`src/smc_params.svh`:
```
`ifndef SMC_PARAMS_SVH
`define SMC_PARAMS_SVH
`define SMC_SEL_IDLE 3'h0
`define SMC_SEL_ADCNR 3'h1
`define SMC_SEL_PDOWN 3'h2
`define SMC_SEL_PSAVE 3'h3
`define SMC_SEL_RSVD_A 3'h4
`define SMC_SEL_RSVD_B 3'h5
`define SMC_SEL_STBY 3'h6
`define SMC_SEL_XSTBY 3'h7
`define SMC_CLK_MHZ 250
`define SMC_HALT_CYC 4'h4
`define SMC_STBY_CYC 4'h6
`define SMC_UNLOCK_CYC 3'h4
`define SMC_BOD_WAKE_NS 60000
`define SMC_BOD_OFF_BIT 6
`define SMC_BOD_UNL_BIT 5
`define SMC_STARTUP_DFLT 16384
`endif

```
`src/smc_pkg.sv`:
```
package smc_pkg;
    typedef enum logic [2:0] {
        SMC_ACTIVE = 3'h0,
        SMC_SLEEP = 3'h1,
        SMC_START = 3'h2,
        SMC_HALT = 3'h3,
        SMC_BODW = 3'h4
    } smc_state_e;
    typedef struct packed {
        logic core_clk_en;
        logic flash_clk_en;
        logic io_clk_en;
        logic conv_clk_en;
        logic async_clk_en;
        logic main_osc_en;
        logic timer_osc_en;
    } smc_clk_s;
    typedef struct packed {
        logic any_irq;
        logic ext_level;
        logic ext_edge;
        logic pin_change;
        logic twi_match;
        logic timer2_irq;
        logic spm_ready;
        logic conv_done;
        logic wdt_irq;
    } smc_wake_s;
endpackage

```
`src/smc_ctrl.sv`:
```
// Operation
// - Sleep entered only if arm bit set when sleep instruction executes.
// - Code 000 Idle: stop core and flash clocks, others run; timer oscillator follows timer 2 async choice.
// - Code 001 noise reduction: stop io, core, flash clocks.
// - Code 010 Power-down: all generated clocks and main oscillator stop.
// - Code 011 Power-save: as Power-down, enabled timer 2 wakes device.
// - Power-save oscillators follow timer 2 clocking choice.
// - Code 110 with crystal: Standby, oscillator runs, six-cycle wake.
// - Code 111 with crystal: Extended Standby, six-cycle wake.
// - Enabled interrupt wakes; core held four extra cycles after start-up.
// - Register file and static memory contents preserved across sleep.
// - Reset during sleep wakes and restarts at reset vector.
// - Enabled converter starts conversion entering Idle or noise reduction.
// - Idle wakes on every enabled interrupt.
// - Noise reduction ends only on its listed sources.
// - Power-down ends only on its listed sources.
// - Outside Idle, external pins wake only through level or pin-change interrupts.
// - Level interrupt gone before deep-mode start-up end: wake without interrupt.
// - Power-down wake delayed by fuse-selected start-up time.
// - Brown-out sleep-off turns detector off in deep modes, on at wake.
// - Detector off during sleep extends wake time to about 60 us.
// - Brown-out sleep-off at control bit 6, default zero, timed write.
// - Set by unlock write of both ones, then within four cycles.
`timescale 1ns/1ps
`default_nettype none
`include "smc_params.svh"
module smc_ctrl
    import smc_pkg::*;
#(
    parameter int STARTUP_CYC = `SMC_STARTUP_DFLT,
    parameter int BOD_WAKE_CYC = (`SMC_BOD_WAKE_NS * `SMC_CLK_MHZ + 999) / 1000
) (
    // Clock and reset.
    input wire logic clk,
    input wire logic arst_n,
    // Core interface.
    input wire logic sleep_instr,
    input wire logic sleep_arm_bit,
    input wire logic [2:0] sleep_select,
    input wire logic ctrl_wr,
    input wire logic [7:0] ctrl_wdata,
    input wire logic ext_crystal,
    input wire logic reset_req,
    output logic core_halt,
    output logic irq_take,
    output logic restart_vector,
    output logic brownout_sleep_off,
    // Peripheral configuration and wake sources.
    input wire logic conv_enabled,
    input wire logic t2_async,
    input wire logic t2_sync,
    input wire logic t2_enabled,
    input wire smc_wake_s wake_in,
    output logic conv_start,
    output logic brownout_en,
    output smc_clk_s clk_en,
    output logic [2:0] state_out
);
    smc_state_e state_ff, nxt_state;
    logic [2:0] mode_ff;
    logic [15:0] cnt_ff;
    logic bod_off_ff, irq_pend_ff, rst_seen_ff;
    logic [2:0] unl_ff;
    logic wake, deep, go;

    // Deep modes allow brown-out switch-off and, except the standby codes, long start-up.
    function automatic logic is_deep(input logic [2:0] m);
        is_deep = (m == `SMC_SEL_PDOWN) || (m == `SMC_SEL_PSAVE) ||
                  (m == `SMC_SEL_STBY) || (m == `SMC_SEL_XSTBY);
    endfunction

    // Legal entry: arm bit, non-reserved code, crystal for standby codes.
    always_comb begin
        go = sleep_instr && sleep_arm_bit;
        if (sleep_select == `SMC_SEL_RSVD_A || sleep_select == `SMC_SEL_RSVD_B) begin
            go = 1'b0;
        end
        if ((sleep_select == `SMC_SEL_STBY || sleep_select == `SMC_SEL_XSTBY) && !ext_crystal) begin
            go = 1'b0;
        end
    end
    assign deep = is_deep(mode_ff);

    // Wake qualification per mode; edge pins count only in Idle.
    always_comb begin
        case (mode_ff)
            `SMC_SEL_IDLE: wake = wake_in.any_irq;
            `SMC_SEL_ADCNR: wake = wake_in.conv_done || wake_in.wdt_irq ||
                wake_in.twi_match || wake_in.timer2_irq || wake_in.spm_ready ||
                wake_in.ext_level || wake_in.pin_change;
            `SMC_SEL_PSAVE, `SMC_SEL_XSTBY: wake = wake_in.wdt_irq ||
                wake_in.twi_match || wake_in.ext_level || wake_in.pin_change ||
                (wake_in.timer2_irq && t2_enabled);
            default: wake = wake_in.wdt_irq || wake_in.twi_match ||
                wake_in.ext_level || wake_in.pin_change;
        endcase
    end

    // Sequencer state transitions.
    always_comb begin
        nxt_state = state_ff;
        case (state_ff)
            SMC_ACTIVE: if (go) nxt_state = SMC_SLEEP;
            SMC_SLEEP: if (reset_req || wake) nxt_state = SMC_START;
            SMC_START: if (cnt_ff == 16'h0000) nxt_state = bod_off_ff ? SMC_BODW : SMC_HALT;
            SMC_BODW: if (cnt_ff == 16'h0000) nxt_state = SMC_HALT;
            SMC_HALT: if (cnt_ff == 16'h0000) nxt_state = SMC_ACTIVE;
            default: nxt_state = SMC_ACTIVE;
        endcase
    end

    // State register.
    always_ff @(posedge clk or negedge arst_n) begin
        if (!arst_n) begin
            state_ff <= SMC_ACTIVE;
        end else begin
            state_ff <= nxt_state;
        end
    end

    // Mode latch at entry.
    always_ff @(posedge clk or negedge arst_n) begin
        if (!arst_n) begin
            mode_ff <= `SMC_SEL_IDLE;
        end else if (state_ff == SMC_ACTIVE && go) begin
            mode_ff <= sleep_select;
        end
    end

    // Delay counter loads on each phase entry, counts down to zero.
    always_ff @(posedge clk or negedge arst_n) begin
        if (!arst_n) begin
            cnt_ff <= 16'h0000;
        end else if (state_ff == SMC_SLEEP && nxt_state == SMC_START) begin
            if (mode_ff == `SMC_SEL_STBY || mode_ff == `SMC_SEL_XSTBY) begin
                cnt_ff <= 16'(`SMC_STBY_CYC - 4'h1);
            end else if (deep) begin
                cnt_ff <= 16'(STARTUP_CYC - 1);
            end else begin
                cnt_ff <= 16'h0000;
            end
        end else if (state_ff == SMC_START && nxt_state == SMC_BODW) begin
            cnt_ff <= 16'(BOD_WAKE_CYC - 1);
        end else if (nxt_state == SMC_HALT && state_ff != SMC_HALT) begin
            cnt_ff <= 16'(`SMC_HALT_CYC - 4'h1);
        end else if (cnt_ff != 16'h0000) begin
            cnt_ff <= cnt_ff - 16'h0001;
        end
    end

    // Timed unlock window and the sleep-off control bit.
    always_ff @(posedge clk or negedge arst_n) begin
        if (!arst_n) begin
            unl_ff <= 3'h0;
            brownout_sleep_off <= 1'b0;
        end else begin
            if (ctrl_wr && ctrl_wdata[`SMC_BOD_OFF_BIT] && ctrl_wdata[`SMC_BOD_UNL_BIT]) begin
                unl_ff <= `SMC_UNLOCK_CYC;
            end else if (unl_ff != 3'h0) begin
                unl_ff <= unl_ff - 3'h1;
            end
            if (ctrl_wr && !ctrl_wdata[`SMC_BOD_UNL_BIT]) begin
                if (!ctrl_wdata[`SMC_BOD_OFF_BIT]) begin
                    brownout_sleep_off <= 1'b0;
                end else if (unl_ff != 3'h0) begin
                    brownout_sleep_off <= 1'b1;
                end
            end
        end
    end

    // Detector off only during sleep proper in deep modes.
    always_ff @(posedge clk or negedge arst_n) begin
        if (!arst_n) begin
            bod_off_ff <= 1'b0;
        end else if (state_ff == SMC_ACTIVE && go) begin
            bod_off_ff <= brownout_sleep_off && is_deep(sleep_select);
        end else if (state_ff == SMC_ACTIVE) begin
            bod_off_ff <= 1'b0;
        end
    end
    assign brownout_en = !(bod_off_ff && state_ff == SMC_SLEEP);

    // Interrupt level tracked through deep-mode start-up; a vanished level there yields none.
    always_ff @(posedge clk or negedge arst_n) begin
        if (!arst_n) begin
            irq_pend_ff <= 1'b0;
            rst_seen_ff <= 1'b0;
        end else if (state_ff == SMC_SLEEP && nxt_state == SMC_START) begin
            irq_pend_ff <= !reset_req;
            rst_seen_ff <= reset_req;
        end else if (state_ff == SMC_START || state_ff == SMC_BODW) begin
            if (reset_req) rst_seen_ff <= 1'b1;
            irq_pend_ff <= !reset_req && (wake || (irq_pend_ff && !deep));
        end else if (state_ff == SMC_ACTIVE) begin
            irq_pend_ff <= 1'b0;
            rst_seen_ff <= 1'b0;
        end
    end

    // Core handshake outputs; state kept static so memories hold.
    assign core_halt = (state_ff != SMC_ACTIVE);
    assign irq_take = (state_ff == SMC_HALT) && (nxt_state == SMC_ACTIVE) &&
                      irq_pend_ff && !rst_seen_ff;
    assign restart_vector = (state_ff == SMC_HALT) && (nxt_state == SMC_ACTIVE) &&
                            rst_seen_ff;
    assign conv_start = (state_ff == SMC_ACTIVE) && go && conv_enabled &&
        (sleep_select == `SMC_SEL_IDLE || sleep_select == `SMC_SEL_ADCNR);
    assign state_out = state_ff;

    // Clock gating per mode while asleep.
    always_comb begin
        clk_en = '1;
        if (state_ff == SMC_SLEEP) begin
            clk_en.core_clk_en = 1'b0;
            clk_en.flash_clk_en = 1'b0;
            case (mode_ff)
                `SMC_SEL_IDLE: clk_en.timer_osc_en = t2_async;
                `SMC_SEL_ADCNR: begin
                    clk_en.io_clk_en = 1'b0;
                    clk_en.timer_osc_en = t2_async;
                end
                `SMC_SEL_PSAVE, `SMC_SEL_XSTBY: begin
                    clk_en.io_clk_en = 1'b0;
                    clk_en.conv_clk_en = 1'b0;
                    clk_en.async_clk_en = t2_async && t2_enabled;
                    clk_en.timer_osc_en = t2_async;
                    clk_en.main_osc_en = (mode_ff == `SMC_SEL_XSTBY) || (t2_sync && t2_enabled);
                end
                default: begin
                    clk_en.io_clk_en = 1'b0;
                    clk_en.conv_clk_en = 1'b0;
                    clk_en.async_clk_en = 1'b0;
                    clk_en.timer_osc_en = 1'b0;
                    clk_en.main_osc_en = (mode_ff == `SMC_SEL_STBY);
                end
            endcase
        end
    end

    // Checks.
    AST_ARM: assert property (@(posedge clk) disable iff (!arst_n)
        (state_ff == SMC_ACTIVE && !sleep_arm_bit) |=> state_ff == SMC_ACTIVE)
        else $error("sleep entered without arm bit");
    AST_RSVD: assert property (@(posedge clk) disable iff (!arst_n)
        (state_ff == SMC_ACTIVE && sleep_select[2:1] == 2'b10) |=> state_ff == SMC_ACTIVE)
        else $error("reserved code entered sleep");
    AST_IDLE: assert property (@(posedge clk) disable iff (!arst_n)
        (state_ff == SMC_SLEEP && mode_ff == `SMC_SEL_IDLE) |->
        (!clk_en.core_clk_en && clk_en.io_clk_en && clk_en.conv_clk_en))
        else $error("idle clocks wrong");
    AST_PDOWN: assert property (@(posedge clk) disable iff (!arst_n)
        (state_ff == SMC_SLEEP && mode_ff == `SMC_SEL_PDOWN) |->
        (!clk_en.main_osc_en && !clk_en.io_clk_en && !clk_en.conv_clk_en))
        else $error("power-down clocks wrong");
    AST_HALT4: assert property (@(posedge clk) disable iff (!arst_n)
        (state_ff != SMC_HALT ##1 state_ff == SMC_HALT) |->
        (state_ff == SMC_HALT)[*4] ##1 state_ff == SMC_ACTIVE)
        else $error("halt not four cycles");
    AST_STBY: assert property (@(posedge clk) disable iff (!arst_n)
        (state_ff == SMC_SLEEP && mode_ff == `SMC_SEL_STBY && wake && !bod_off_ff) |->
        ##7 state_ff == SMC_HALT)
        else $error("standby wake not six cycles");
    AST_BOD: assert property (@(posedge clk) disable iff (!arst_n)
        (state_ff == SMC_ACTIVE && nxt_state == SMC_ACTIVE) |-> brownout_en)
        else $error("detector off while awake");
    AST_UNL: assert property (@(posedge clk) disable iff (!arst_n)
        (!brownout_sleep_off && unl_ff == 3'h0 &&
         !(ctrl_wr && ctrl_wdata[`SMC_BOD_UNL_BIT])) |=>
        !brownout_sleep_off)
        else $error("sleep-off set without unlock");
    AST_CONV: assert property (@(posedge clk) disable iff (!arst_n)
        conv_start |=> (state_ff == SMC_SLEEP && mode_ff[2:1] == 2'b00))
        else $error("conversion start outside idle or noise mode");

    // Noise reduction stops the io clock but keeps the converter clock.
    AST_NOISE: assert property (@(posedge clk) disable iff (!arst_n)
        (state_ff == SMC_SLEEP && mode_ff == `SMC_SEL_ADCNR) |->
        (!clk_en.core_clk_en && !clk_en.io_clk_en && clk_en.conv_clk_en))
        else $error("noise reduction clocks wrong");

    // Power-save oscillators follow how timer 2 is clocked.
    AST_PSAVE: assert property (@(posedge clk) disable iff (!arst_n)
        (state_ff == SMC_SLEEP && mode_ff == `SMC_SEL_PSAVE) |->
        (clk_en.timer_osc_en == t2_async && clk_en.main_osc_en == (t2_sync && t2_enabled)))
        else $error("power-save oscillators wrong");

    // Standby keeps only the main oscillator running.
    AST_STBYCLK: assert property (@(posedge clk) disable iff (!arst_n)
        (state_ff == SMC_SLEEP && mode_ff == `SMC_SEL_STBY) |->
        (clk_en.main_osc_en && !clk_en.io_clk_en && !clk_en.timer_osc_en))
        else $error("standby clocks wrong");

    // Extended standby keeps the main oscillator running.
    AST_XSTBY: assert property (@(posedge clk) disable iff (!arst_n)
        (state_ff == SMC_SLEEP && mode_ff == `SMC_SEL_XSTBY) |->
        (clk_en.main_osc_en && !clk_en.io_clk_en))
        else $error("extended standby clocks wrong");

    // A reset always ends sleep at the next edge.
    AST_WAKE_RST: assert property (@(posedge clk) disable iff (!arst_n)
        (state_ff == SMC_SLEEP && reset_req) |=> state_ff == SMC_START)
        else $error("reset did not wake");

    // An edge request alone must not end a sleep other than Idle.
    AST_EDGE: assert property (@(posedge clk) disable iff (!arst_n)
        (state_ff == SMC_SLEEP && mode_ff != `SMC_SEL_IDLE && !reset_req &&
         wake_in.ext_edge && !wake_in.ext_level && !wake_in.pin_change &&
         !wake_in.twi_match && !wake_in.wdt_irq && !wake_in.timer2_irq &&
         !wake_in.conv_done && !wake_in.spm_ready) |=> state_ff == SMC_SLEEP)
        else $error("edge request woke deep sleep");

    // Power-down ignores sources outside its own list.
    AST_PDSRC: assert property (@(posedge clk) disable iff (!arst_n)
        (state_ff == SMC_SLEEP && mode_ff == `SMC_SEL_PDOWN && !reset_req &&
         !wake_in.wdt_irq && !wake_in.twi_match && !wake_in.ext_level &&
         !wake_in.pin_change) |=> state_ff == SMC_SLEEP)
        else $error("power-down woke on foreign source");

    // Idle wakes on any enabled interrupt.
    AST_IDLEWAKE: assert property (@(posedge clk) disable iff (!arst_n)
        (state_ff == SMC_SLEEP && mode_ff == `SMC_SEL_IDLE && wake_in.any_irq) |=>
        state_ff == SMC_START)
        else $error("idle did not wake on interrupt");

    // An enabled timer 2 event ends Power-save.
    AST_TIMER: assert property (@(posedge clk) disable iff (!arst_n)
        (state_ff == SMC_SLEEP && mode_ff == `SMC_SEL_PSAVE && wake_in.timer2_irq &&
         t2_enabled) |=> state_ff == SMC_START)
        else $error("timer 2 did not wake power-save");

    // A reset wake never runs the interrupt handler.
    AST_VEC: assert property (@(posedge clk) disable iff (!arst_n)
        restart_vector |-> !irq_take)
        else $error("interrupt taken on reset wake");

    // The handler starts as the core resumes.
    AST_IRQ_END: assert property (@(posedge clk) disable iff (!arst_n)
        irq_take |=> state_ff == SMC_ACTIVE)
        else $error("interrupt taken before resume");

    // Start-up may skip the extended wait only with the detector kept on.
    AST_BODW: assert property (@(posedge clk) disable iff (!arst_n)
        (state_ff == SMC_START && nxt_state == SMC_HALT) |-> !bod_off_ff)
        else $error("extended wait skipped");

    // Entering Power-down with sleep-off set turns the detector off.
    AST_BODON: assert property (@(posedge clk) disable iff (!arst_n)
        (state_ff == SMC_ACTIVE && go && brownout_sleep_off &&
         sleep_select == `SMC_SEL_PDOWN) |=> !brownout_en)
        else $error("detector left on in power-down");

    COV_IDLE: cover property (@(posedge clk) disable iff (!arst_n)
        state_ff == SMC_SLEEP && mode_ff == `SMC_SEL_IDLE ##[1:20] irq_take);
    COV_RST: cover property (@(posedge clk) disable iff (!arst_n) restart_vector);
    COV_BODW: cover property (@(posedge clk) disable iff (!arst_n) state_ff == SMC_BODW);

    // Standby wake and a wake whose level vanished.
    COV_STBY: cover property (@(posedge clk) disable iff (!arst_n)
        state_ff == SMC_SLEEP && mode_ff == `SMC_SEL_STBY ##1 state_ff == SMC_START);
    COV_SHORT: cover property (@(posedge clk) disable iff (!arst_n)
        state_ff == SMC_HALT && nxt_state == SMC_ACTIVE && !irq_pend_ff && !rst_seen_ff);
endmodule
`default_nettype wire

```
`config.mk`:
```
export PLATFORM = sky130hd
export DESIGN_NAME = smc_ctrl
export DESIGN_NICKNAME = d
export VERILOG_FILES = /design/src/smc_pkg.sv /design/src/smc_ctrl.sv
export VERILOG_INCLUDE_DIRS = /design/src
export SDC_FILE = /design/constraint.sdc
export NUM_CORES = 1
export LEC_CHECK = 0
export ABC_CLOCK_PERIOD_IN_PS = 2100
export BUFFER_PORTS_ARGS = -buffer_cell sky130_fd_sc_hd__buf_2
export CORE_MARGIN = 2
export CORE_UTILIZATION = 45
export DETAILED_ROUTE_END_ITERATION = 12
export PLACE_DENSITY = 0.79
export SYNTH_ARGS = -nofsm -noshare
export SYNTH_HDL_FRONTEND = slang
export SYNTH_SLANG_ARGS = --single-unit
```
`constraint.sdc`:
```
create_clock -name clk -period 2.1 [get_ports clk]
set_clock_uncertainty 0.1 [all_clocks]
set_input_delay 0.42 -clock clk [delete_from_list [all_inputs] [get_ports clk]]
set_output_delay 0.42 -clock clk [all_outputs]
set_load 0.01 [all_outputs]
```
-- Yosys cells after proc, flatten, opt, wreduce, memory -nomap -nowiden
Index checks and enable logic that the tools add are counted.
- register bits: 29
- latch bits: 0
- RAM bits: 0
- ROM bits: 0
- input bits: 31
- output and inout port bits: 16
- word-level logic and storage cells: 132
- memories: 0
- add/subtract/negate cells: 2
- multipliers: 0
- divide/modulo/power cells: 0
- $lt $le $gt $ge: 0
- eq/ne operators: 22
- shifts and indexed selects: 0
- multiplexer cells: 31
- bitwise logic cells: 0
- reduce and logical (&&, ||, !) cells: 69
- operators by type and width (operator ; count):
    $mux W16 ; 4
    $mux W14 ; 2
    $eq A3 B2 Y1 const B ; 8
    $eq A3 B3 Y1 const B ; 8
    $logic_or A1 B1 Y1 ; 24
    $mux W3 ; 8
    $logic_and A1 B1 Y1 ; 22
    $logic_not A16 Y1 ; 1
    $reduce_bool A16 Y1 ; 1
    $sub A16 B1 Y16 const B ; 1
    $pmux W3 S5 ; 1
    $mux W1 ; 13
    $logic_not A3 Y1 ; 4
    $eq A3 B1 Y1 const B ; 3
    $reduce_bool A3 Y1 ; 3
    $mux W7 ; 1
    $logic_not A1 Y1 ; 6
    $pmux W3 S2 ; 1
    $reduce_and A2 Y1 ; 2
    $reduce_bool A2 Y1 ; 2
    $reduce_bool A4 Y1 ; 1
    $reduce_or A2 Y1 ; 2
    $reduce_or A4 Y1 ; 1
    $ne A3 B2 Y1 const B ; 1
    other kinds (4) ; 4

-- Depth between registers and ports, before layout
Gate-level depths: netlist of the first run.
- word-level depth: 15
- mapped depth: 9
- mapped depth without buffers: 8

-- Least setup slack after synthesis of the first run
No wires, ideal clock.
- kind: register to output
- start: register cnt_ff[3]
- end: output port irq_take
- arrival: 1.815 ns
- required time: 1.580 ns
- path slack: -0.235 ns
- stages on the path, launching flop included: 6
- buffers on the path: 0
- cells stage by stage: dfrtp_1 > nor4_4 > nand4b_2 > or3_4 > nor2_1 > and4b_1
- longest elaborated chain between the ends: 7
- elaborated cells on any way between the ends: 9
- classes of those cells: mux (4); reduce/logical (5)
- ends and longest elaborated chain (element ; RTL line ; source):
    start, declared ; smc_ctrl.sv:61 ; logic [15:0] cnt_ff;
    start signal, assigned ; smc_ctrl.sv:136 ; cnt_ff <= 16'(`SMC_STBY_CYC - 4'h1);
    start signal, assigned ; smc_ctrl.sv:138 ; cnt_ff <= 16'(STARTUP_CYC - 1);
    start signal, assigned ; smc_ctrl.sv:143 ; cnt_ff <= 16'(BOD_WAKE_CYC - 1);
    $logic_not A16 Y1 * ; smc_ctrl.sv:105, smc_ctrl.sv:106, smc_ctrl.sv:107 ;
    $mux W3, on equally long branches ; smc_ctrl.sv:107, smc_ctrl.sv:105, smc_ctrl.sv:106 ;
    $pmux W3 S5 * ; smc_ctrl.sv:102 ; case (state_ff)
    $logic_not A3 Y1 * ; smc_ctrl.sv:203 ; assign irq_take = (state_ff == SMC_HALT) && (nxt_state == SMC_ACTIVE) &&
    $logic_and A1 B1 Y1 * (2 in a row) ; smc_ctrl.sv:203 ;
    $logic_and A1 B1 Y1 * ; smc_ctrl.sv:204 ; irq_pend_ff && !rst_seen_ff;
    end, declared ; smc_ctrl.sv:45 ; output logic irq_take,
Mark *: on every way between the ends. The rest lies on a longest branch, timed or not.

-- Worst setup path in the final report of the first run
- start: register cnt_ff[9]
- end: output port irq_take
The elaborated chain is that of the path after synthesis.

==> results of run 1 <==
## cells in the final DEF, fill, tap and decap left out, types with 4 or more instances in the layout
cell / instances
a21oi_1: 11
a31oi_1: 4
and3_1: 4
buf_2: 39
buf_4: 39
clkbuf_8: 6
dfrtp_1: 28
inv_1: 9
nand2_1: 16
nand2b_1: 4
nor2_1: 13
nor3_1: 4
o21ai_0: 19
o21ai_1: 8
xnor2_1: 7
xor2_1: 5
## sequential cells by signal, indices dropped and copies added (netlist names)
name and cells:
bod_off_ff 1, irq_pend_ff 1, mode_ff 3, state_out 3, unl_ff 3, cnt_ff 16, rst_seen_ff 1, brownout_sleep_off 1
## metrics by stage
step                total power [W]  instances  area (sq um)  setup slack, ns
floorplan                   0.00168        205          1850           -0.155
global placement            0.00209        316          2290          -0.0563
detailed placement          0.00214        316          2290           -0.104
CTS                         0.00264        329          2440           -0.408
global route                0.00295        332          2520           -0.500
finish                      0.00274        332          2520           -0.437
## timing repair
item	in CTS	in global routing
resized for setup	6	20
pin swaps	4	15
buffers inserted	6	4
setup endpoints to repair	4	21
## cells by family after synthesis
family,after synthesis,synth area share
flops,29,0.395
simple gates,77,0.252
compound gates,61,0.202
buf+inv,18,0.0450
fa+ha+maj,3,0.0204
xor+xnor,13,0.0620
mux,4,0.0238
## worst register-to-register path: cells and delay by family (launching register included)
family / cells / cell delay [ns]
simple gates: 5 / 1.20
flops: 1 / 0.41
buf+inv: 3 / 0.42
compound gates: 1 / 0.06
## worst min path at each step
stage | start | endpoint | slack, ns | cells after the start
6_report | arst_n | rst_seen_ff$_DFFE_PN0P_ | 0.06 | 1
5_1_grt | arst_n | state_out[2]$_DFF_PN0_ | 0.12 | 1
4_1_cts | arst_n | rst_seen_ff$_DFFE_PN0P_ | 0.08 | 1
3_5_place_dp | arst_n | rst_seen_ff$_DFFE_PN0P_ | 0.39 | 1
3_3_place_gp | arst_n | rst_seen_ff$_DFFE_PN0P_ | 0.39 | 1
2_1_floorplan | arst_n | bod_off_ff$_DFFE_PN0P_ | 0.02 | 0
## final cells by class
class | instances | area (sq um)
Fill cell | 334 | 1450
Multi-Input combinational cell | 158 | 1120
Sequential cell | 29 | 727
Timing Repair Buffer | 78 | 488
Clock buffer | 7 | 86.3
Tap cell | 50 | 62.6
Inverter | 10 | 37.5
## report_power, final
part | leakage, nW | switching, W | internal (W) | total, W
logic | 0.769 | 0.000614 | 0.000664 | 0.00128
clock network | 0.0443 | 0.000205 | 0.000259 | 0.000465
registers | 0.340 | 0.000209 | 0.000788 | 0.000997
total | 1.15 | 0.00103 | 0.00171 | 0.00274
## metal layers
layer,global-route usage,wire (microns)
met2,0.342,2280
met5,0,0
met4,0.0550,41
met3,0.0658,230
met1,0.294,2150
==> key figures, run 1 <==
Timing
  • Rel. slew slack: 0.559
  • Fmax: 0.394 GHz
  • Worst-margin pin slew: 0.661 ns
  • Worst Hold Slack: 0.0587 ns
  • RSZ-0062 raised after global routing: yes
  • Final critical-path share of the clock period: 1.21
  • Setup TNS Final: -1.02 ns
  • Final Max Slew Viols: 0
  • Fin. Hold Viols: 0
  • Final-report setup violation count: 5
  • Final worst setup slack: -0.437 ns
  • Tmin final: 2.54 ns

Worst setup path
  • Setup slack, reg-to-reg: -0.17 ns
  • Worst Setup SP: cnt_ff[9]$_DFFE_PN0P_
  • Crit path capture type: output pin
  • Cells along the critical path: nor4_4, nand4b_2, or3_4, nor2_4, and4b_1, buf_2
  • Worst path max stage delay: 0.41 ns
  • Worst setup endpoint: irq_take
  • Critical path startpoint category: register
  • Critical path's slowest cell: dfrtp_1
  • Crit path max-delay family: simple AND/OR/NAND/NOR gates
  • Crit path depth: 6
  • Required time worst endpoint: 1.58 ns
  • RR Endpoint: cnt_ff[14]$_DFFE_PN0P_
  • Kind of critical path: register to output pin
  • Crit Reg-Reg Startpoint: cnt_ff[9]$_DFFE_PN0P_
  • Worst reg2reg path depth: 9
  • Buffers & Inverters on Critical Path: 1
  • WP data arrival: 2.02 ns
  • Crit-path max FO: 3

Flow run
  • Max-cap violations: 0

Floorplan
  • Die ar.: 0.00461 sq mm
  • Starting Density: 0.463
  • IO Count: 47
  • Die width: 67.9 microns
  • Die Span Y: 67.9 microns
  • Core Area: 0.00397 sq mm
  • # rows: 23

Hold path
  • Hold crit path type: input port to async pin

Yosys
  • Most frequent cell after synthesis: dfrtp_1
  • Main flop type after synthesis: dfrtp_1
  • Syn. warnings: 0
  • Post-synthesis cell type count: 51
  • Syn Inst Count: 205
  • Synth Cell Area: 0.00184 sq mm
  • Average footprint of a synthesized cell: 8.96 sq um
  • EDFF count, synth: 0
  • Synth top area share: 0.395
  • Ys async rst share: 1.00
  • Post-synth top cells: 29 x dfrtp_1, 26 x o21ai_0, 16 x nand2_1, 16 x nor2_1, 12 x a21oi_1
  • Post-synth top area cell: dfrtp_1
  • Seq/Total Area, Yosys: 0.395
  • #FFs+latches synth: 29
  • Mapped Nets: 239
  • Top post-synthesis cells by area: dfrtp_1 40%, o21ai_0 7.1%, xnor2_1 3.3%

Routing
  • Routed via count: 1850
  • Antenna Nets Post-Route: 0
  • Number of detailed-route iterations in the first pass: 4
  • Detailed-route vias per instance: 5.57
  • DRC viols: 0
  • WL/cell: 14.2 microns
  • Drt total wl: 4710 microns
  • DR iter-0 viols: 105

Placed design
  • Placer Congestion: 0.842
  • Quantity of I/O buffers inserted on ports: 39
  • DP HPWL: 3360 microns

Finish
  • P&R area growth vs syn: 37.1%
  • Final Util: 0.634
  • Layout cells sized above 1: 0.404
  • Ant diodes: 0
  • Fin nets: 316

GRT
  • Gr ovfl total: 0
  • Largest net degree at the start of global routing: 30
  • All-layer global routing usage: 0.218
  • Initial antenna violation count: 0
  • Vias in the first global route: 1695
  • First-pass GRT wire length: 7490 microns

Run status
  • Outcome: finished, violations left
  • Failing checks: setup timing

Clock network
  • Clock Sinks: 29
  • Htree depth: 2
  • CTS root buf: clkbuf_8
  • Max Root-Sink Buffers: 2
  • Later-pin clock latency in the skew report: 0.28 ns
  • CTS tree: yes
  • Clk slew on worst S/H paths: 0.07 ns
  • Total CTS buffers: 5
  • Hold Buf Count CTS: 0

Power and ir drop
  • VDD IR max: 720 uV
  • Leakage: 1.15 nW
  • Power per cell area: 1090 mW/mm^2
No activity file was read; power rests on OpenSTA's default activity.
==> inputs of run 2 (changes only) <==
--- a/config.mk
+++ b/config.mk
@@ -12,6 +12,7 @@
 export CORE_UTILIZATION = 45
 export DETAILED_ROUTE_END_ITERATION = 12
 export PLACE_DENSITY = 0.79
+export SKIP_CTS_REPAIR_TIMING = 1
 export SYNTH_ARGS = -nofsm -noshare
 export SYNTH_HDL_FRONTEND = slang
 export SYNTH_SLANG_ARGS = --single-unit
==> run 2 against run 1 <==
Final area is 2.1% lower; core utilization down 1.3 points; die area unchanged; the flow still finishes with violations (setup timing); sequential cell count unchanged.
==> key figures, run 2 (same netlist as run 1, synthesis figures left out) <==
Run status
  • Outcome: finished, violations left
  • Failing checks: setup timing

Finish
  • Fin cells: 327
  • Fin nets: 311
  • Top reg by flops: cnt_ff
  • Layout cells sized above 1: 0.383
  • P&R area growth vs syn: 34.3%
  • Ant diodes: 0
  • Final instance area: 0.00247 sq mm
  • Commonest non-fill, non-tap cells in the layout: 39 x buf_2, 34 x buf_4, 28 x dfrtp_1, 23 x o21ai_0, 16 x nand2_1
  • Most common cell after layout, fill and taps aside: buf_2
  • Max reg flops: 16

Routing
  • DR iter-0 viols: 127
  • Antenna Nets Post-Route: 0
  • Drt total wl: 4630 microns
  • Detailed-route vias per instance: 5.53
  • WL/cell: 14.1 microns
  • DRC viols: 0
  • Number of detailed-route iterations in the first pass: 4
  • Routed via count: 1809

Timing
  • Final worst setup slack: -0.412 ns
  • Worst Hold Slack: 0.0666 ns
  • RSZ-0062 raised after global routing: yes
  • Fmax: 0.398 GHz
  • Worst-margin pin slew: 0.669 ns
  • Tmin final: 2.51 ns
  • Fin. Hold Viols: 0
  • Rel. slew slack: 0.554
  • Final critical-path share of the clock period: 1.20
  • Final-report setup violation count: 4
  • Final Max Slew Viols: 0

Clock network
  • Later-pin clock latency in the skew report: 0.28 ns
  • Total CTS buffers: 5
  • CTS root buf: clkbuf_8
  • Clock Sinks: 29
  • Clk slew on worst S/H paths: 0.06 ns
  • Htree depth: 2
  • CTS tree: yes
  • Max Root-Sink Buffers: 2

GRT
  • First-pass GRT wire length: 7010 microns
  • Largest net degree at the start of global routing: 30
  • Vias in the first global route: 1597
  • Gr ovfl total: 0
  • Initial antenna violation count: 0
  • All-layer global routing usage: 0.204

Placed design
  • Placed cell count: 316
  • Quantity of I/O buffers inserted on ports: 39
  • Placed inst area: 0.00229 sq mm
  • DP HPWL: 3360 microns
  • Placer Congestion: 0.842

Flow run
  • Max-cap violations: 0

Worst setup path
  • Kind of critical path: register to output pin
  • Required time worst endpoint: 1.58 ns
  • Crit path capture type: output pin
  • WP data arrival: 1.99 ns
  • Crit-path max FO: 3
  • Critical path startpoint category: register

Hold path
  • Hold crit path type: input port to async pin

Power and ir drop
  • Power per cell area: 1100 mW/mm^2
  • Power Total: 0.00271 W
  • VDD IR max: 716 uV
  • Leakage: 1.13 nW

Floorplan
  • Die width: 67.9 microns
  • Core Area: 0.00397 sq mm
  • IO Count: 47
  • Starting Density: 0.463
  • Die ar.: 0.00461 sq mm
  • Die Span Y: 67.9 microns
  • # rows: 23
==> run 2: cell types whose count changed in the layout (fill, tap and decap cells not counted), sizes merged <==
cell,previous run,this run
buf,78,73
==> run 2: power breakdown <==
part	internal (W)	leakage, nW	switching (W)
sequential	0.000788	0.340	0.000209
combinational	0.000640	0.742	0.000611
clock	0.000259	0.0443	0.000199
total	0.00169	1.13	0.00102
==> run 2: area by class of cell <==
class                      instances  area [sq um]
fill                             342          1510
tap                               50          62.6
timing repair buffer              73           450
inverter                          10          37.5
sequential                        29           727
multi-input combinational        158          1100
clock buffer                       7          86.3
==> run 2: final timing paths <==
check	to	slack (ns)	depth (start not counted)	start
min	rst_seen_ff$_DFFE_PN0P_	0.07	1	arst_n
min in group clk	brownout_sleep_off$_DFFE_PN0P_	0.24	2	ctrl_wr
max in group asynchronous	state_out[0]$_DFF_PN0_	1.35	1	arst_n
max	irq_take	-0.41	6	cnt_ff[6]$_DFFE_PN0P_
max reg2reg	cnt_ff[14]$_DFFE_PN0P_	-0.03	8	cnt_ff[6]$_DFFE_PN0P_
min reg2reg	irq_pend_ff$_DFFE_PN0P_	0.43	1	irq_pend_ff$_DFFE_PN0P_
==> run 2: critical path: stages (launching register included) <==
cell	delay [ns]
dfrtp_1	0.40
nor4_4	0.36
nand4b_2	0.16
or3_4	0.37
nor2_4	0.11
and4b_1	0.19
buf_2	0.12
==> run 2: per-stage QoR <==
step	util	TNS [ns]	setup WS, ns
4_1_cts	0.598	-0.931	-0.419
3_3_place_gp	0.577	-0.143	-0.0563
3_5_place_dp	0.577	-0.366	-0.104
6_report	0.621	-0.833	-0.412
5_1_grt	0.621	-1.27	-0.477
2_1_floorplan	-	-0.266	-0.155
==> run 2: per-layer routing <==
metal | vias to the layer above | global-route usage | routed length [microns]
met4 | 0 | 0.0450 | 58
met5 | - | 0 | 0
met1 | 870 | 0.282 | 2110
met2 | 51 | 0.317 | 2220
li1 | 880 | - | -
met3 | 8 | 0.0609 | 237
==> inputs of run 3 (changes only) <==
--- a/config.mk
+++ b/config.mk
@@ -13,6 +13,7 @@
 export DETAILED_ROUTE_END_ITERATION = 12
 export PLACE_DENSITY = 0.79
 export SKIP_CTS_REPAIR_TIMING = 1
+export SKIP_LAST_GASP = 1
 export SYNTH_ARGS = -nofsm -noshare
 export SYNTH_HDL_FRONTEND = slang
 export SYNTH_SLANG_ARGS = --single-unit
==> run 3 against run 2 <==
The run still ends with setup timing left; critical path depth is the same; fmax about the same; worst hold slack worse by 0.0057 ns; final cell count did not move; global-route usage unchanged; die area did not move; clock-buffer cell count stayed put; worst setup slack improved by 0.0014 ns; sequential power barely moved; largest cell class unchanged; clock power is essentially flat.
==> key figures, run 3 (same netlist as run 1, synthesis figures left out) <==
Run status
  • Outcome: finished, violations left
  • Failing checks: setup timing

Worst setup path
  • Required time worst endpoint: 1.58 ns
  • Crit path capture type: output pin
  • WP data arrival: 1.99 ns
  • Worst path max stage delay: 0.40 ns
  • Crit-path max FO: 3
  • Critical path startpoint category: register
  • Cells along the critical path: nor4_4, nand4b_2, or3_4, nor2_4, and4b_1, buf_2
  • Critical path's slowest cell: dfrtp_1
  • Crit Reg-Reg Startpoint: cnt_ff[6]$_DFFE_PN0P_
  • Worst Setup SP: cnt_ff[6]$_DFFE_PN0P_
  • Kind of critical path: register to output pin

Clock network
  • Clock Sinks: 29
  • Htree depth: 2
  • Later-pin clock latency in the skew report: 0.28 ns
  • CTS root buf: clkbuf_8
  • Max Root-Sink Buffers: 2
  • Clk slew on worst S/H paths: 0.06 ns
  • Total CTS buffers: 5
  • CTS tree: yes

Routing
  • DR iter-0 viols: 118
  • Drt total wl: 4630 microns
  • Detailed-route vias per instance: 5.51
  • Antenna Nets Post-Route: 0
  • Routed via count: 1803
  • WL/cell: 14.2 microns
  • DRC viols: 0
  • Number of detailed-route iterations in the first pass: 4

Floorplan
  • IO Count: 47
  • Starting Density: 0.463
  • Die width: 67.9 microns
  • Core Area: 0.00397 sq mm
  • Die ar.: 0.00461 sq mm
  • # rows: 23
  • Die Span Y: 67.9 microns

Finish
  • Most common cell after layout, fill and taps aside: buf_2
  • Top reg by flops: cnt_ff
  • Fin nets: 311
  • Multi-input logic area: 0.00110 sq mm
  • Max reg flops: 16
  • Commonest non-fill, non-tap cells in the layout: 39 x buf_2, 34 x buf_4, 28 x dfrtp_1, 24 x o21ai_0, 16 x nand2_1
  • Ant diodes: 0
  • Final instance area: 0.00247 sq mm
  • Layout cells sized above 1: 0.383
  • FF+latch area: 727 sq um
  • Filler instances: 342
  • P&R area growth vs syn: 34.3%

Flow run
  • Max-cap violations: 0

Timing
  • Setup TNS Final: -0.829 ns
  • Worst-margin pin slew: 0.657 ns
  • Fmax: 0.398 GHz
  • RSZ-0062 raised after global routing: yes
  • Final critical-path share of the clock period: 1.20
  • Fin. Hold Viols: 0
  • Rel. slew slack: 0.562
  • Tmin final: 2.51 ns
  • Final-report setup violation count: 4
  • Final worst setup slack: -0.411 ns
  • Final Max Slew Viols: 0

Power and ir drop
  • Power per cell area: 1100 mW/mm^2
  • Leakage: 1.13 nW
  • VDD IR max: 716 uV

GRT
  • All-layer global routing usage: 0.204
  • Largest net degree at the start of global routing: 30
  • Vias in the first global route: 1597
  • Initial antenna violation count: 0
  • First-pass GRT wire length: 7010 microns
  • Gr ovfl total: 0

Hold path
  • Hold crit path type: input port to async pin

Placed design
  • Quantity of I/O buffers inserted on ports: 39
  • DP HPWL: 3360 microns
  • Placed inst area: 0.00229 sq mm
  • Placer Congestion: 0.842
-- run 3: routing by layer --
| metal | vias to the layer above | share of wire | track usage |
|---|---|---|---|
| met1 | 868 | 0.46 | 0.282 |
| li1 | 880 | - | - |
| met4 | 0 | 0.0099 | 0.0450 |
| met5 | - | 0 | 0 |
| met2 | 49 | 0.48 | 0.317 |
| met3 | 6 | 0.049 | 0.0609 |
-- run 3: final timing paths --
check / slack [ns] / to / cells past startpoint
max in group asynchronous: 1.36 / state_out[0]$_DFF_PN0_ / 1
worst min register to register: 0.44 / irq_pend_ff$_DFFE_PN0P_ / 1
worst min-delay path: 0.06 / rst_seen_ff$_DFFE_PN0P_ / 1
min in group clk: 0.24 / brownout_sleep_off$_DFFE_PN0P_ / 2
worst max register to register: -0.03 / cnt_ff[14]$_DFFE_PN0P_ / 8
worst max-delay path: -0.41 / irq_take / 6
-- run 3: power by group --
part	total (W)	internal [W]	switching, W
combinational	0.00125	0.000639	0.000611
clock	0.000459	0.000259	0.000200
sequential	0.000997	0.000788	0.000209
-- run 3: layout make-up --
cell class	count	share of cell area
Tap cell	50	0.0254
Timing Repair Buffer	73	0.183
Sequential cell	29	0.295
Clock buffer	7	0.0350
Inverter	10	0.0152
Multi-Input combinational cell	158	0.447
-- run 3: per-stage QoR --
step | util | setup slack [ns] | std cells | power [W] | hold WS [ns]
2_1_floorplan | - | -0.155 | 205 | 0.00168 | 0.0244
3_3_place_gp | 0.577 | -0.0563 | 316 | 0.00209 | 0.392
3_5_place_dp | 0.577 | -0.104 | 316 | 0.00214 | 0.394
4_1_cts | 0.598 | -0.419 | 323 | 0.00261 | 0.0844
5_1_grt | 0.621 | -0.477 | 327 | 0.00292 | 0.115
6_report | 0.621 | -0.411 | 327 | 0.00271 | 0.0609
-- run 3: worst max-delay path, delay by kind of cell, from the launching register on --
kind / cells / cell delay, ns
AND/OR/NAND/NOR: 5 / 1.19
buffers and inverters: 1 / 0.12
flip-flops: 1 / 0.40
